### config.mk
export PLATFORM = sky130hd
export DESIGN_NAME = wcba_timer
export DESIGN_NICKNAME = d
export VERILOG_FILES = /design/src/shared/wcba_pkg.sv /design/src/verilog/wcba_tick_gen.sv /design/src/verilog/wcba_timer.sv
export SDC_FILE = /design/constraint.sdc
export NUM_CORES = 1
export LEC_CHECK = 0
export BUFFER_PORTS_ARGS = -buffer_cell sky130_fd_sc_hd__buf_2
export CAP_MARGIN = 20
export CORE_MARGIN = 2
export CORE_UTILIZATION = 50
export CTS_CLUSTER_DIAMETER = 50
export DETAILED_ROUTE_END_ITERATION = 7
export GPL_ROUTABILITY_DRIVEN = 0
export PLACE_DENSITY = 0.65
export SLEW_MARGIN = 0
export SYNTH_ARGS = -nofsm -noshare
export SYNTH_HDL_FRONTEND = slang
export SYNTH_HIERARCHICAL = 1
export SYNTH_SLANG_ARGS = --single-unit
### constraint.sdc
create_clock -name i_clock -period 8.24 [get_ports i_clock]
set_input_delay 1.648 -clock i_clock [delete_from_list [all_inputs] [get_ports i_clock]]
set_output_delay 1.648 -clock i_clock [all_outputs]
set_load 0.01 [all_outputs]
### src/shared/wcba_pkg.sv
// Functional notes
// - each 16-bit register is reached as two byte transfers on the 8-bit bus
// - one shared 8-bit high-byte holding register per timer
// - low-byte write commits holding byte and written byte together in one cycle, for capture only while it defines top
// - counter and capture low-byte reads copy the register's upper half into the holding register
// - counter high-byte location reads and writes the holding register only
// - compare value reads return both halves directly, holding register untouched
// - tick source chosen by three-bit select field in control register b
// - 16-bit up/down counter stepping by one, direction selects up or down
// - clear forces zero; bottom indication the cycle after counter is zero
// - top indication the cycle after counter reaches highest value of its sequence
// - counter mapped onto a high and a low byte location
// - clear, increment or decrement only on timer ticks, per mode
// - select field zero gives no ticks and a stopped counter
// - counter readable and writable whether or not ticks occur
// - cpu counter write wins over a coincident clear or count
// - counting sequence from four-bit waveform mode split over control a and b
// - overflow flag set at a mode-dependent point, usable as interrupt request
// - bottom is 0x0000, maximum is 0xffff
// - top is 0xffff, 0x00ff, 0x01ff, 0x03ff, compare a or capture, per mode
package wcba_pkg;

    // io locations, one byte each
    localparam logic [3:0] ADDR_CTRL_A  = 4'h0;
    localparam logic [3:0] ADDR_CTRL_B  = 4'h1;
    localparam logic [3:0] ADDR_CNT_LO  = 4'h2;
    localparam logic [3:0] ADDR_CNT_HI  = 4'h3;
    localparam logic [3:0] ADDR_CMPA_LO = 4'h4;
    localparam logic [3:0] ADDR_CMPA_HI = 4'h5;
    localparam logic [3:0] ADDR_CMPB_LO = 4'h6;
    localparam logic [3:0] ADDR_CMPB_HI = 4'h7;
    localparam logic [3:0] ADDR_CMPC_LO = 4'h8;
    localparam logic [3:0] ADDR_CMPC_HI = 4'h9;
    localparam logic [3:0] ADDR_CAP_LO  = 4'hA;
    localparam logic [3:0] ADDR_CAP_HI  = 4'hB;
    localparam logic [3:0] ADDR_FLAGS   = 4'hC;

    // field positions
    localparam int CTRL_A_WGM_LSB = 0;   // waveform mode bits 1:0
    localparam int CTRL_B_CS_LSB  = 0;   // tick source bits 2:0
    localparam int CTRL_B_WGM_LSB = 3;   // waveform mode bits 3:2
    localparam int FLAGS_OVF_BIT  = 0;

    // reset values
    localparam logic [15:0] CNT_RESET  = 16'h0000;
    localparam logic [7:0]  BYTE_RESET = 8'h00;

    // counter landmarks
    localparam logic [15:0] CNT_BOTTOM = 16'h0000;
    localparam logic [15:0] CNT_MAX    = 16'hFFFF;
    localparam logic [15:0] TOP_8BIT   = 16'h00FF;
    localparam logic [15:0] TOP_9BIT   = 16'h01FF;
    localparam logic [15:0] TOP_10BIT  = 16'h03FF;

    // tick source codes
    localparam logic [2:0] CS_STOP     = 3'h0;
    localparam logic [2:0] CS_DIV1     = 3'h1;
    localparam logic [2:0] CS_DIV8     = 3'h2;
    localparam logic [2:0] CS_DIV64    = 3'h3;
    localparam logic [2:0] CS_DIV256   = 3'h4;
    localparam logic [2:0] CS_DIV1024  = 3'h5;
    localparam logic [2:0] CS_EXT_FALL = 3'h6;
    localparam logic [2:0] CS_EXT_RISE = 3'h7;

    // prescaler terminal masks: tick when the low bits of the divider are all ones
    localparam logic [9:0] DIV8_MASK    = 10'h007;
    localparam logic [9:0] DIV64_MASK   = 10'h03F;
    localparam logic [9:0] DIV256_MASK  = 10'h0FF;
    localparam logic [9:0] DIV1024_MASK = 10'h3FF;

    typedef struct packed {
        logic       rd;
        logic       wr;
        logic [3:0] addr;
        logic [7:0] wdata;
    } wcba_io_req_s;

    typedef struct packed {
        logic [3:0] wgm;
        logic [2:0] cs;
    } wcba_ctrl_s;

endpackage : wcba_pkg

### src/verilog/wcba_tick_gen.sv
`timescale 1ns/10ps
`default_nettype none
module wcba_tick_gen (
    input  wire logic       i_clock,
    input  wire logic       i_rst_b,
    input  wire logic [2:0] i_cs,
    input  wire logic       i_ext_pin,
    output var  logic       o_tick
);
    logic [9:0] div_ff;
    logic [9:0] nxt_div;
    logic       ext_meta_ff;
    logic       ext_sync_ff;
    logic       ext_prev_ff;
    logic       tick_ff;
    logic       nxt_tick;

    function automatic logic div_hit(input logic [9:0] cnt, input logic [9:0] mask);
        div_hit = ((cnt & mask) == mask);
    endfunction : div_hit

    always_comb begin
        // free-running divider, so a source change never waits for a wrap
        nxt_div = div_ff + 10'h001;
        unique case (i_cs)
            wcba_pkg::CS_STOP:     nxt_tick = 1'b0;
            wcba_pkg::CS_DIV1:     nxt_tick = 1'b1;
            wcba_pkg::CS_DIV8:     nxt_tick = div_hit(div_ff, wcba_pkg::DIV8_MASK);
            wcba_pkg::CS_DIV64:    nxt_tick = div_hit(div_ff, wcba_pkg::DIV64_MASK);
            wcba_pkg::CS_DIV256:   nxt_tick = div_hit(div_ff, wcba_pkg::DIV256_MASK);
            wcba_pkg::CS_DIV1024:  nxt_tick = div_hit(div_ff, wcba_pkg::DIV1024_MASK);
            wcba_pkg::CS_EXT_FALL: nxt_tick = ext_prev_ff & ~ext_sync_ff;
            wcba_pkg::CS_EXT_RISE: nxt_tick = ~ext_prev_ff & ext_sync_ff;
        endcase
    end

    always_ff @(posedge i_clock or negedge i_rst_b) begin
        if (!i_rst_b) begin
            div_ff      <= 10'h000;
            ext_meta_ff <= 1'b0;
            ext_sync_ff <= 1'b0;
            ext_prev_ff <= 1'b0;
            tick_ff     <= 1'b0;
        end else begin
            div_ff      <= nxt_div;
            ext_meta_ff <= i_ext_pin;
            ext_sync_ff <= ext_meta_ff;
            ext_prev_ff <= ext_sync_ff;
            tick_ff     <= nxt_tick;
        end
    end

    assign o_tick = tick_ff;
endmodule : wcba_tick_gen
`default_nettype wire

### src/verilog/wcba_timer.sv
`timescale 1ns/10ps
`default_nettype none
module wcba_timer (
    input  wire logic                  i_clock,
    input  wire logic                  i_rst_b,
    input  wire wcba_pkg::wcba_io_req_s i_io,
    input  wire logic                  i_ext_tick_pin,
    output var  logic [7:0]            o_io_rdata,
    output var  logic [15:0]           o_count_value,
    output var  logic                  o_top,
    output var  logic                  o_bottom,
    output var  logic                  o_overflow_flag
);
    wcba_pkg::wcba_ctrl_s ctrl_ff;
    wcba_pkg::wcba_ctrl_s nxt_ctrl;
    logic [15:0] count_ff;
    logic [15:0] nxt_count;
    logic        dir_down_ff;
    logic        nxt_dir_down;
    logic [7:0]  temp_ff;
    logic [7:0]  nxt_temp;
    logic [15:0] cmp_a_ff;
    logic [15:0] cmp_b_ff;
    logic [15:0] cmp_c_ff;
    logic [15:0] cap_ff;
    logic [15:0] nxt_cmp_a;
    logic [15:0] nxt_cmp_b;
    logic [15:0] nxt_cmp_c;
    logic [15:0] nxt_cap;
    logic        ovf_ff;
    logic        nxt_ovf;
    logic        ovf_event;
    logic [7:0]  rdata_ff;
    logic [7:0]  nxt_rdata;
    logic        top_ff;
    logic        bottom_ff;
    logic        tick;
    logic [15:0] top_value;
    logic        wr_cnt_lo;
    logic        rd_cnt_lo;

    function automatic logic [15:0] top_of(input logic [3:0] wgm,
                                           input logic [15:0] ocra,
                                           input logic [15:0] icr);
        unique case (wgm)
            4'h1, 4'h5:               top_of = wcba_pkg::TOP_8BIT;
            4'h2, 4'h6:               top_of = wcba_pkg::TOP_9BIT;
            4'h3, 4'h7:               top_of = wcba_pkg::TOP_10BIT;
            4'h4, 4'h9, 4'hB, 4'hF:   top_of = ocra;
            4'h8, 4'hA, 4'hC, 4'hE:   top_of = icr;
            default:                  top_of = wcba_pkg::CNT_MAX;
        endcase
    endfunction : top_of

    function automatic logic dual_slope(input logic [3:0] wgm);
        dual_slope = (wgm inside {4'h1, 4'h2, 4'h3, 4'h8, 4'h9, 4'hA, 4'hB});
    endfunction : dual_slope

    function automatic logic fast_pwm(input logic [3:0] wgm);
        fast_pwm = (wgm inside {4'h5, 4'h6, 4'h7, 4'hE, 4'hF});
    endfunction : fast_pwm

    function automatic logic icr_is_top(input logic [3:0] wgm);
        icr_is_top = (wgm inside {4'h8, 4'hA, 4'hC, 4'hE});
    endfunction : icr_is_top

    wcba_tick_gen u_tick_gen (
        .i_clock   (i_clock),
        .i_rst_b   (i_rst_b),
        .i_cs      (ctrl_ff.cs),
        .i_ext_pin (i_ext_tick_pin),
        .o_tick    (tick)
    );

    assign top_value = top_of(ctrl_ff.wgm, cmp_a_ff, cap_ff);
    assign wr_cnt_lo = i_io.wr && (i_io.addr == wcba_pkg::ADDR_CNT_LO);
    assign rd_cnt_lo = i_io.rd && (i_io.addr == wcba_pkg::ADDR_CNT_LO);

    // control registers and the holding byte
    always_comb begin
        nxt_ctrl  = ctrl_ff;
        nxt_temp  = temp_ff;
        nxt_cmp_a = cmp_a_ff;
        nxt_cmp_b = cmp_b_ff;
        nxt_cmp_c = cmp_c_ff;
        nxt_cap   = cap_ff;
        if (i_io.wr) begin
            unique case (i_io.addr)
                wcba_pkg::ADDR_CTRL_A:
                    nxt_ctrl.wgm[1:0] = i_io.wdata[wcba_pkg::CTRL_A_WGM_LSB +: 2];
                wcba_pkg::ADDR_CTRL_B: begin
                    nxt_ctrl.cs       = i_io.wdata[wcba_pkg::CTRL_B_CS_LSB +: 3];
                    nxt_ctrl.wgm[3:2] = i_io.wdata[wcba_pkg::CTRL_B_WGM_LSB +: 2];
                end
                wcba_pkg::ADDR_CNT_HI, wcba_pkg::ADDR_CMPA_HI, wcba_pkg::ADDR_CMPB_HI,
                wcba_pkg::ADDR_CMPC_HI, wcba_pkg::ADDR_CAP_HI:
                    nxt_temp = i_io.wdata;
                wcba_pkg::ADDR_CMPA_LO: nxt_cmp_a = {temp_ff, i_io.wdata};
                wcba_pkg::ADDR_CMPB_LO: nxt_cmp_b = {temp_ff, i_io.wdata};
                wcba_pkg::ADDR_CMPC_LO: nxt_cmp_c = {temp_ff, i_io.wdata};
                wcba_pkg::ADDR_CAP_LO: begin
                    // capture only accepts writes while it defines top
                    if (icr_is_top(ctrl_ff.wgm)) begin
                        nxt_cap = {temp_ff, i_io.wdata};
                    end
                end
                default: ;
            endcase
        end
        if (rd_cnt_lo) begin
            nxt_temp = count_ff[15:8];
        end else if (i_io.rd && (i_io.addr == wcba_pkg::ADDR_CAP_LO)) begin
            nxt_temp = cap_ff[15:8];
        end
    end

    always_ff @(posedge i_clock or negedge i_rst_b) begin
        if (!i_rst_b) begin
            ctrl_ff  <= '0;
            temp_ff  <= wcba_pkg::BYTE_RESET;
            cmp_a_ff <= wcba_pkg::CNT_RESET;
            cmp_b_ff <= wcba_pkg::CNT_RESET;
            cmp_c_ff <= wcba_pkg::CNT_RESET;
            cap_ff   <= wcba_pkg::CNT_RESET;
        end else begin
            ctrl_ff  <= nxt_ctrl;
            temp_ff  <= nxt_temp;
            cmp_a_ff <= nxt_cmp_a;
            cmp_b_ff <= nxt_cmp_b;
            cmp_c_ff <= nxt_cmp_c;
            cap_ff   <= nxt_cap;
        end
    end

    // counter unit
    always_comb begin
        nxt_count    = count_ff;
        nxt_dir_down = dir_down_ff;
        ovf_event    = 1'b0;
        if (wr_cnt_lo) begin
            nxt_count = {temp_ff, i_io.wdata};
        end else if (tick) begin
            if (dual_slope(ctrl_ff.wgm)) begin
                if (!dir_down_ff) begin
                    // >= keeps the counter bounded when top is lowered on the fly
                    if (count_ff >= top_value) begin
                        nxt_count    = count_ff - 16'h0001;
                        nxt_dir_down = 1'b1;
                    end else begin
                        nxt_count = count_ff + 16'h0001;
                    end
                end else if (count_ff == wcba_pkg::CNT_BOTTOM) begin
                    nxt_count    = count_ff + 16'h0001;
                    nxt_dir_down = 1'b0;
                    ovf_event    = 1'b1;
                end else begin
                    nxt_count = count_ff - 16'h0001;
                end
            end else begin
                nxt_dir_down = 1'b0;
                if (count_ff >= top_value) begin
                    nxt_count = wcba_pkg::CNT_BOTTOM;
                    ovf_event = fast_pwm(ctrl_ff.wgm) ||
                                (count_ff == wcba_pkg::CNT_MAX);
                end else begin
                    nxt_count = count_ff + 16'h0001;
                end
            end
        end
    end

    // overflow flag: write one clears, a coincident set wins
    always_comb begin
        nxt_ovf = ovf_ff;
        if (i_io.wr && (i_io.addr == wcba_pkg::ADDR_FLAGS) &&
            i_io.wdata[wcba_pkg::FLAGS_OVF_BIT]) begin
            nxt_ovf = 1'b0;
        end
        if (ovf_event) begin
            nxt_ovf = 1'b1;
        end
    end

    // read path: answer one cycle after the strobe
    always_comb begin
        nxt_rdata = 8'h00;
        if (i_io.rd) begin
            unique case (i_io.addr)
                wcba_pkg::ADDR_CTRL_A:  nxt_rdata = {6'h00, ctrl_ff.wgm[1:0]};
                wcba_pkg::ADDR_CTRL_B:  nxt_rdata = {3'h0, ctrl_ff.wgm[3:2], ctrl_ff.cs};
                wcba_pkg::ADDR_CNT_LO:  nxt_rdata = count_ff[7:0];
                wcba_pkg::ADDR_CNT_HI:  nxt_rdata = temp_ff;
                wcba_pkg::ADDR_CMPA_LO: nxt_rdata = cmp_a_ff[7:0];
                wcba_pkg::ADDR_CMPA_HI: nxt_rdata = cmp_a_ff[15:8];
                wcba_pkg::ADDR_CMPB_LO: nxt_rdata = cmp_b_ff[7:0];
                wcba_pkg::ADDR_CMPB_HI: nxt_rdata = cmp_b_ff[15:8];
                wcba_pkg::ADDR_CMPC_LO: nxt_rdata = cmp_c_ff[7:0];
                wcba_pkg::ADDR_CMPC_HI: nxt_rdata = cmp_c_ff[15:8];
                wcba_pkg::ADDR_CAP_LO:  nxt_rdata = cap_ff[7:0];
                wcba_pkg::ADDR_CAP_HI:  nxt_rdata = temp_ff;
                wcba_pkg::ADDR_FLAGS:   nxt_rdata = {7'h00, ovf_ff};
                default:                nxt_rdata = 8'h00;
            endcase
        end
    end

    always_ff @(posedge i_clock or negedge i_rst_b) begin
        if (!i_rst_b) begin
            count_ff    <= wcba_pkg::CNT_RESET;
            dir_down_ff <= 1'b0;
            ovf_ff      <= 1'b0;
            rdata_ff    <= wcba_pkg::BYTE_RESET;
            top_ff      <= 1'b0;
            bottom_ff   <= 1'b0;
        end else begin
            count_ff    <= nxt_count;
            dir_down_ff <= nxt_dir_down;
            ovf_ff      <= nxt_ovf;
            rdata_ff    <= nxt_rdata;
            // indications trail the count by one cycle to keep outputs registered
            top_ff      <= (count_ff == top_value);
            bottom_ff   <= (count_ff == wcba_pkg::CNT_BOTTOM);
        end
    end

    assign o_io_rdata      = rdata_ff;
    assign o_count_value   = count_ff;
    assign o_top           = top_ff;
    assign o_bottom        = bottom_ff;
    assign o_overflow_flag = ovf_ff;
endmodule : wcba_timer
`default_nettype wire

==> flow_summary_export.csv, run 1 <==
group,metric,value,unit
worst_setup_path,cp_max_fo,23,
sta,fmax,227.6,MHz
cts,ctsLongestPathBuffers,2,
logic_synthesis,synth_top_cell_by_area,"dfrtp_1",
logic_synthesis,synth_nets,751,
global_routing,grt.overflow.total,0,
logic_synthesis,synth-seq-cells,121,
logic_synthesis,syn-instance-count,713,
logic_synthesis,yosysWarnings,6,
pwr,p_leak,3.570,nW
worst_setup_path,path_class,"reg2reg",
floorplanning,rows,43,
placed_design,port_buffers,43,
logic_synthesis,yosysSeqAreaShare,0.4235,
logic_synthesis,synth_area_leaders,"dfrtp_1 42%, mux2_2 12%, ha_1 3.7%",
sta,setup_tns,0,ns
floorplanning,start_util,0.5131,
cells_and_area,diodes,0,
cts,cts-root-buf,"clkbuf_16",
placed_design,dp_hpwl,14810,um
detailed_routing,vias,6190,
worst_setup_path,crit_required,8.53,ns
detailed_routing,ant_nets,0,
global_routing,grt_pass1_vias,5968,
floorplanning,die-area,15270,um^2
detailed_routing,dr.first_iter.drc_count,597,
cells_and_area,num-fill-cells,1192,
logic_synthesis,synth_edf_count,0,
cts,clkLatencyLatePin,0.42,ns
cells_and_area,layout_commonest_cell,"dfrtp_1",
sta,post-route-period-util,0.5333,
cells_and_area,drive_above_1_share,0.2336,
sta,hold_viol,0,
detailed_routing,wl_per_cell,23.13,um
worst_setup_path,cp-end-kind,"flip-flop",
cts,cts_setup_buffers,0,
sta,fin_crit,4.394,ns
global_routing,grt_max_degree,72,
run_status,outcome,"finished, final reports clean",
cts,numCtsBuffers,17,
pwr,peakVddDrop,0.0001785,V
logic_synthesis,netlist_area,7149,um^2
cells_and_area,layout.nets,770,
sta,grt_setup_unrepaired,"no",
sta,slew_viol_final,0,
placed_design,dp_cells,893,
worst_hold_path,hold_path.class,"reg2reg",
cells_and_area,fin_cells,925,
sta,clock-skew-final,0.008328,ns
global_routing,antenna_found_initial,0,
worst_setup_path,startpoint_type,"flip-flop",
global_routing,grt_pass1_wl,33520,um
detailed_routing,via_per_inst,6.692,
sta,setup_viol,0,
cts,clkSinkCount,121,
cts,tritoncts,"done",
global_routing,grt_usage,0.2930,
sta,worstMarginPinSlew,0.9913,ns
floorplanning,die_h,123.6,um
logic_synthesis,synth_top_flop_cell,"dfrtp_1",
detailed_routing,routed_wl,21400,um
detailed_routing,dr.pass1.iters,7,
cts,hold_buffers,0,
floorplanning,die_w,123.6,um
floorplanning,io_pins,44,
logic_synthesis,synth.distinct_cells,76,
pwr,power.density,321.5,nW/um^2
cts,cts.repair.resized,0,
cells_and_area,layout_common_cells,"121 x dfrtp_1, 78 x mux2_2, 53 x nand2_1",
cts,cts-htree-levels,4,
run,cap_violations,0,
sta,slew_headroom,0.3373,
floorplanning,coreArea,13930,um^2
logic_synthesis,avgSynthCellArea,10.03,um^2
worst_setup_path,crit_arrival,4.69,ns
cells_and_area,syn2layout_area_growth,12.93,%
cts,cts.reportedPaths.clkPinSlew,0.06,ns
logic_synthesis,synth.top_cell.area_share,0.4235,
logic_synthesis,ys_async_sr_fraction,1.000,
detailed_routing,drc_errors,0,
## where the power goes
group / internal, mW / switching, mW / leakage [nW]
Combinational: 0.355 / 0.413 / 1.71
Sequential: 0.729 / 0.258 / 1.55
Clock: 0.567 / 0.274 / 0.314
## sequential cells by signal (all words and copies together), names as in the netlist, 7 cells and up
register,cells
u_tick_gen/div_ff,10
ctrl_ff,7
cap_ff,16
o_count_value,16
cmp_b_ff,16
cmp_a_ff,16
cmp_c_ff,16
o_io_rdata,8
temp_ff,8
## synthesized netlist by cell type, types with 14 or more instances
master      n
a21oi_1    38
and3_1     14
clkbuf_1   34
dfrtp_1   121
ha_1       21
mux2_2     78
mux2i_1    14
nand2_1    53
nand3_1    24
nor2_1     42
o21ai_0    47
o22ai_1    14
## metrics by stage
stage               power (mW)    util  cell area (um^2)  hold slack [ns]  setup WS (ns)
floorplan                1.465       -              7149           0.3312          4.726
global placement         1.706  0.5321              7415           0.3351          3.716
detailed placement       1.737  0.5321              7415           0.3381          3.614
CTS                      2.586  0.5794              8074           0.3515          3.959
global route             2.725  0.5794              8074           0.3643          3.651
finish                   2.596  0.5794              8074           0.3483          3.846
## worst paths after layout
kind | startpoint | to | slack, ns | cells past startpoint
max | ctrl_ff[6]$_DFFE_PN0P_ | o_count_value[6]$_DFFE_PN0P_ | 3.85 | 11
min | u_tick_gen/ext_meta_ff$_DFF_PN0_ | u_tick_gen/ext_sync_ff$_DFF_PN0_ | 0.35 | 0
max reg2reg | ctrl_ff[6]$_DFFE_PN0P_ | o_count_value[6]$_DFFE_PN0P_ | 3.85 | 11
min reg2reg | u_tick_gen/ext_meta_ff$_DFF_PN0_ | u_tick_gen/ext_sync_ff$_DFF_PN0_ | 0.35 | 0
max in group asynchronous | i_rst_b | o_count_value[2]$_DFFE_PN0P_ | 5.62 | 2
min in group asynchronous | i_rst_b | temp_ff[5]$_DFFE_PN0P_ | 1.25 | 1
## kinds of logic after synthesis
family / count (synthesis) / share of synthesized area
simple gates: 206 / 0.1516
compound gates: 194 / 0.1871
flops: 121 / 0.4235
mux: 92 / 0.1425
buf+inv: 60 / 0.03535
fa+ha+maj: 21 / 0.03675
xor+xnor: 19 / 0.02328
## layer usage
layer	track usage	routed length, um
met1	0.4102	9410
met2	0.4492	9745
met3	0.06227	1614
met4	0.1080	629
met5	0	0
## worst max-delay path, stage by stage (launching register included)
cell       delay (ns)
dfrtp_1          0.66
nor3_2           0.57
a21o_1           0.21
nand2_1          0.07
o211a_1          0.13
ha_1             0.29
nand4_1          0.22
a2111oi_1        0.66
nor4b_1          0.21
o21ai_1          0.75
o21ai_0          0.18
or3_1            0.33
## layout make-up
type / count / area (um^2) / share of cell area
well taps: 180 / 225.2 / 0.02789
flip-flops and latches: 121 / 3028 / 0.3750
multi-input cells: 532 / 3869 / 0.4792
clock buffers: 20 / 436.7 / 0.05408
repair buffers: 46 / 240.2 / 0.02975
inverters: 14 / 52.55 / 0.006509
clock inverters: 12 / 222.7 / 0.02758
(Power assumes the default switching activity.)
==> inputs of run 2 (changes only) <==
clock period = 4.6 ns   (was 8.24 ns; I/O delays follow)
==> flow_summary_export.csv, run 2 (synthesized netlist as in run 1, its figures left out) <==
group,metric,value,unit
global_routing,grt_usage,0.2959,
detailed_routing,dr.first_iter.drc_count,666,
run_status,outcome,"finished, final reports clean",
cts,cts-htree-levels,4,
sta,worstMarginPinSlew,0.9365,ns
floorplanning,coreArea,13930,um^2
sta,fin_crit,3.817,ns
worst_setup_path,startpoint_type,"flip-flop",
worst_setup_path,crit_required,4.94,ns
cts,ctsLongestPathBuffers,2,
cells_and_area,diodes,0,
sta,slew_viol_final,0,
sta,slew_headroom,0.3739,
cts,tritoncts,"done",
cells_and_area,drive_above_1_share,0.2467,
sta,hold_ws,0.3516,ns
sta,hold_viol,0,
worst_setup_path,cp_max_fo,12,
detailed_routing,routed_wl,21440,um
global_routing,grt_max_degree,71,
worst_hold_path,hold_path.class,"reg2reg",
worst_setup_path,crit_arrival,4.16,ns
global_routing,grt.overflow.total,0,
cts,cts.reportedPaths.clkPinSlew,0.05,ns
detailed_routing,vias,6173,
sta,setup_viol,0,
pwr,peakVddDrop,0.0003372,V
cells_and_area,layout.nets,784,
global_routing,grt_pass1_wl,33590,um
cts,cts.repair.resized,0,
placed_design,port_buffers,43,
pwr,power.density,552.2,nW/um^2
worst_setup_path,cp-end-kind,"flip-flop",
cts,cts_setup_buffers,0,
floorplanning,die_h,123.6,um
placed_design,dp_hpwl,15150,um
cts,clkSinkCount,121,
detailed_routing,ant_nets,0,
sta,post-route-period-util,0.8297,
sta,clock-skew-final,0.01008,ns
floorplanning,rows,43,
floorplanning,die_w,123.6,um
cts,cts-root-buf,"clkbuf_16",
cts,hold_buffers,0,
cells_and_area,layout_commonest_cell,"dfrtp_1",
pwr,p_leak,3.603,nW
placed_design,dp_cells,907,
cells_and_area,syn2layout_area_growth,13.20,%
sta,setup_tns,0,ns
floorplanning,io_pins,44,
sta,grt_setup_unrepaired,"no",
global_routing,grt_pass1_vias,5910,
cts,numCtsBuffers,17,
worst_setup_path,path_class,"reg2reg",
cells_and_area,layout_common_cells,"121 x dfrtp_1, 78 x mux2_2, 53 x nand2_1",
detailed_routing,wl_per_cell,22.86,um
cts,clkLatencyLatePin,0.42,ns
global_routing,antenna_found_initial,0,
detailed_routing,dr.pass1.iters,6,
floorplanning,die-area,15270,um^2
detailed_routing,drc_errors,0,
detailed_routing,via_per_inst,6.581,
cells_and_area,fin_cells,938,
floorplanning,start_util,0.5131,
run,cap_violations,0,
sta,fmax,262.0,MHz
run 2: changes by cell type in the layout (fill, tap and decap cells not counted):
cell | before | now
buf_4 | 4 | 18
bufinv_16 | 6 | 2
clkbuf_8 | 0 | 3
clkinv_2 | 2 | 4
clkinv_4 | 2 | 0
run 2: per-layer routing:
layer  up-vias  routed length (um)  part of all wire  track usage
met1      3055                9258              0.43       0.4122
met2       318                9884              0.46       0.4554
met5         -                   0                 0            0
met3        55                1676             0.078      0.05952
met4         0                 621             0.029       0.1136
li1       2745                   -                 -            -
run 2: report_power, final:
part	internal [mW]	switching [mW]	total (mW)	leakage (nW)
combinational	0.661	0.805	1.47	1.78
clock	0.832	0.470	1.30	0.279
sequential	1.31	0.393	1.70	1.55
total	2.80	1.67	4.47	3.60
run 2: area by class of cell:
type	instances	area [um^2]
clock buffer	23	478.0
clock inverter	8	95.09
fill	1206	5842
inverter	14	52.55
multi-input combinational	532	3869
sequential	121	3028
tap	180	225.2
timing repair buffer	60	345.3
run 2: path summary, 6_finish.rpt:
path                                                  startpoint                               end  slack, ns  cells past startpoint
worst max-delay path                      ctrl_ff[4]$_DFFE_PN0P_      o_count_value[3]$_DFFE_PN0P_       0.78                     13
worst min-delay path            u_tick_gen/ext_meta_ff$_DFF_PN0_  u_tick_gen/ext_sync_ff$_DFF_PN0_       0.35                      0
worst max register to register            ctrl_ff[4]$_DFFE_PN0P_      o_count_value[3]$_DFFE_PN0P_       0.78                     13
min in group asynchronous                                i_rst_b     o_count_value[12]$_DFFE_PN0P_       0.64                      1
max in group asynchronous                                i_rst_b       u_tick_gen/o_tick$_DFF_PN0_       3.05                      2
worst min register to register  u_tick_gen/ext_meta_ff$_DFF_PN0_  u_tick_gen/ext_sync_ff$_DFF_PN0_       0.35                      0
run 2: through the flow:
stage	setup WS, ns	util	power (mW)	area, um^2
finish	0.7833	0.5808	4.469	8093
global route	0.4785	0.5808	4.710	8093
CTS	0.9012	0.5808	4.445	8093
floorplan	1.194	-	2.624	7149
global placement	1.019	0.5396	3.102	7520
detailed placement	0.8989	0.5396	3.142	7520
run 2: critical path, cell delays in order (launching register included):
cell	delay [ns]
dfrtp_1	0.51
nand2b_1	0.23
or3_1	0.41
and2_1	0.22
o22ai_1	0.15
ha_1	0.27
a21oi_1	0.15
o21ai_0	0.15
o2bb2ai_1	0.19
nor4b_1	0.69
o21ai_1	0.12
buf_4	0.22
o31ai_1	0.25
a311o_1	0.19
==> inputs of run 3 (changes only) <==
ABC_AREA = 1   (was default)
PLACE_DENSITY = 0.67   (was 0.65)
clock period = 3.2 ns   (was 4.6 ns; I/O delays follow)
==> flow_summary_export.csv, run 3 <==
group,metric,value,unit
cts,cts-root-buf,"clkbuf_16",
worst_setup_path,worst_path_max_delay_cell,"dfrtp_1",
logic_synthesis,synth_commonest_cells,"256 x nand2_1, 121 x dfrtp_1, 98 x inv_1, 53 x o21ai_0, 50 x o21ai_1",
global_routing,grt_usage,0.2911,
worst_setup_path,cp_common_cell,"nand2_1",
detailed_routing,ant_nets,0,
sta,post-route-period-util,0.9278,
logic_synthesis,synth-seq-cells,121,
cells_and_area,layout.nets,994,
detailed_routing,wl_per_cell,18.23,um
logic_synthesis,ys_async_sr_fraction,1.000,
placed_design,port_buffers,43,
cells_and_area,drive_above_1_share,0.1839,
worst_setup_path,cp_max_fo,6,
cells_and_area,layout_commonest_cell,"nand2_1",
sta,setup_tns,0,ns
worst_setup_path,crit_arrival,3.33,ns
cts,clkSinkCount,121,
worst_setup_path,crit_required,3.57,ns
detailed_routing,drc_errors,0,
logic_synthesis,netlist_area,7162,um^2
detailed_routing,via_per_inst,5.715,
cts,ctsLongestPathBuffers,2,
cts,cts.reportedPaths.clkPinSlew,0.06,ns
pwr,p_leak,4.102,nW
sta,clock-skew-final,0.007783,ns
worst_setup_path,cp-end-kind,"flip-flop",
logic_synthesis,synth_edf_count,0,
sta,hold_viol,0,
global_routing,antenna_found_initial,0,
run_status,outcome,"finished, final reports clean",
floorplanning,die-area,15300,um^2
logic_synthesis,synth.distinct_cells,47,
logic_synthesis,syn-instance-count,901,
sta,grt_setup_unrepaired,"no",
floorplanning,die_h,123.7,um
floorplanning,io_pins,44,
logic_synthesis,synth_top_flop_cell,"dfrtp_1",
sta,worstMarginPinSlew,0.5877,ns
cells_and_area,syn2layout_area_growth,15.18,%
cells_and_area,layout_common_cells,"254 x nand2_1, 121 x dfrtp_1, 97 x inv_1",
cts,tritoncts,"done",
cts,cts-htree-levels,4,
cts,hold_buffers,0,
logic_synthesis,post-synth-top-count-cell,"nand2_1",
logic_synthesis,synth_top_cell_by_area,"dfrtp_1",
sta,slew_headroom,0.6068,
worst_hold_path,hold_path.class,"in2async",
pwr,power.density,819.4,nW/um^2
worst_setup_path,path_class,"reg2reg",
sta,slew_viol_final,0,
detailed_routing,dr.first_iter.drc_count,633,
global_routing,grt.overflow.total,0,
logic_synthesis,avgSynthCellArea,7.949,um^2
logic_synthesis,synth.top_cell.area_share,0.4228,
global_routing,grt_pass1_wl,32970,um
floorplanning,start_util,0.5140,
detailed_routing,routed_wl,20930,um
worst_setup_path,slowest_delay,0.41,ns
logic_synthesis,synth_area_leaders,"dfrtp_1 42%, nand2_1 13%, inv_1 5.1%",
worst_setup_path,startpoint_type,"flip-flop",
worst_setup_path,crit_chain,"inv_2 -> nand2_1 -> nand3_2 -> clkinvlp_4 -> buf_4 -> a211oi_1 -> ha_1 -> nand2_1 -> nor2_1 -> nand2_1 -> o21ai_1 -> nor2_2 -> nand3_2 -> nand2_4 -> nand3_1 -> nand2_1 -> inv_1 -> nand2_1",
pwr,peakVddDrop,0.0004547,V
logic_synthesis,yosysWarnings,6,
sta,setup_viol,0,
logic_synthesis,yosysSeqAreaShare,0.4228,
worst_setup_path,path_buf_inv,4,
cells_and_area,diodes,0,
floorplanning,coreArea,13930,um^2
global_routing,grt_pass1_vias,6073,
cts,numCtsBuffers,17,
cts,clkLatencyLatePin,0.43,ns
floorplanning,die_w,123.7,um
detailed_routing,dr.pass1.iters,8,
sta,hold_ws,0.1874,ns
worst_setup_path,crit_family,"simple AND/OR/NAND/NOR gates",
detailed_routing,vias,6561,
sta,fin_crit,2.969,ns
logic_synthesis,synth_nets,939,
sta,fmax,336.8,MHz
floorplanning,rows,43,
global_routing,grt_max_degree,50,
placed_design,dp_hpwl,15220,um
run,cap_violations,0,
==> run 3: cell count changes after synthesis, sizes merged, moves of 26 or more <==
cell / before / now
clkbuf: 34 / 8
mux2: 78 / 0
o21ai: 50 / 104
nand3: 24 / 54
inv: 13 / 123
nand2: 53 / 270
==> run 3: cells by family (layout without fill, tap and decap cells) <==
family / after synthesis / in the layout / synth area share
and+or+nand+nor: 400 / 402 / 0.2631
AOI/OAI and AO/OA: 184 / 184 / 0.1543
buffers and inverters: 146 / 211 / 0.08665
DFF: 121 / 121 / 0.4228
xor gates and xnor gates: 29 / 29 / 0.03651
adders and majority gates: 21 / 21 / 0.03669
==> run 3: path summary, 6_finish.rpt <==
check	from	to	slack, ns	cells after the start
setup reg to reg	ctrl_ff[6]$_DFFE_PN0P_	o_count_value[4]$_DFFE_PN0P_	0.23	18
hold reg to reg	u_tick_gen/ext_meta_ff$_DFF_PN0_	u_tick_gen/ext_sync_ff$_DFF_PN0_	0.35	0
hold / removal	i_rst_b	cmp_b_ff[0]$_DFFE_PN0P_	0.19	1
setup / recovery	ctrl_ff[6]$_DFFE_PN0P_	o_count_value[4]$_DFFE_PN0P_	0.23	18
max in group asynchronous	i_rst_b	o_count_value[8]$_DFFE_PN0P_	2.32	2
min in group i_clock	i_ext_tick_pin	u_tick_gen/ext_meta_ff$_DFF_PN0_	0.32	1
==> run 3: worst register-to-register path: stages (launching register included) <==
cell	delay, ns
dfrtp_1	0.41
inv_2	0.15
nand2_1	0.11
nand3_2	0.14
clkinvlp_4	0.15
buf_4	0.17
a211oi_1	0.32
ha_1	0.30
nand2_1	0.09
nor2_1	0.05
nand2_1	0.09
o21ai_1	0.08
nor2_2	0.22
nand3_2	0.20
nand2_4	0.19
nand3_1	0.09
nand2_1	0.07
inv_1	0.04
nand2_1	0.04
==> run 3: where the power goes <==
group / switching (mW) / leakage (nW) / internal (mW)
registers: 0.419 / 1.56 / 1.87
clock network: 0.714 / 0.287 / 1.25
logic: 1.63 / 2.26 / 0.884
==> run 3: area by class of cell <==
cell class                 count  area, um^2
fill                        1287        5685
multi-input combinational    636        3578
sequential                   121        3028
clock buffer                  22       494.2
inverter                     123       475.5
timing repair buffer          57       335.3
tap                          180       225.2
clock inverter                 9       112.6
==> run 3: what timing repair did <==
item	in CTS	in global routing
endpoints found under the setup margin	0	17
endpoints found under the hold margin	0	0
setup buffers	0	4
resized for setup	0	13
==> run 3: stage by stage <==
step	total power [mW]	instances	instance area, um^2	util	worst slack (ns)
2_1_floorplan	3.935	901	7162	-	0.5819
3_3_place_gp	4.597	1111	7541	0.5412	0.2989
5_1_grt	7.164	1148	8249	0.5920	0.02153
3_5_place_dp	4.627	1111	7541	0.5412	0.2060
6_report	6.760	1148	8249	0.5920	0.2310
4_1_cts	6.605	1142	8148	0.5847	0.1946
==> run 3: layer usage <==
layer  track usage  vias to the layer above  share of wire  wire, um
met5             0                        -              0         0
met1        0.4002                     3091           0.42      8805
li1              -                     3098              -         -
met3       0.05586                       70          0.083      1740
met2        0.4461                      302           0.46      9579
met4        0.1328                        0          0.038       800
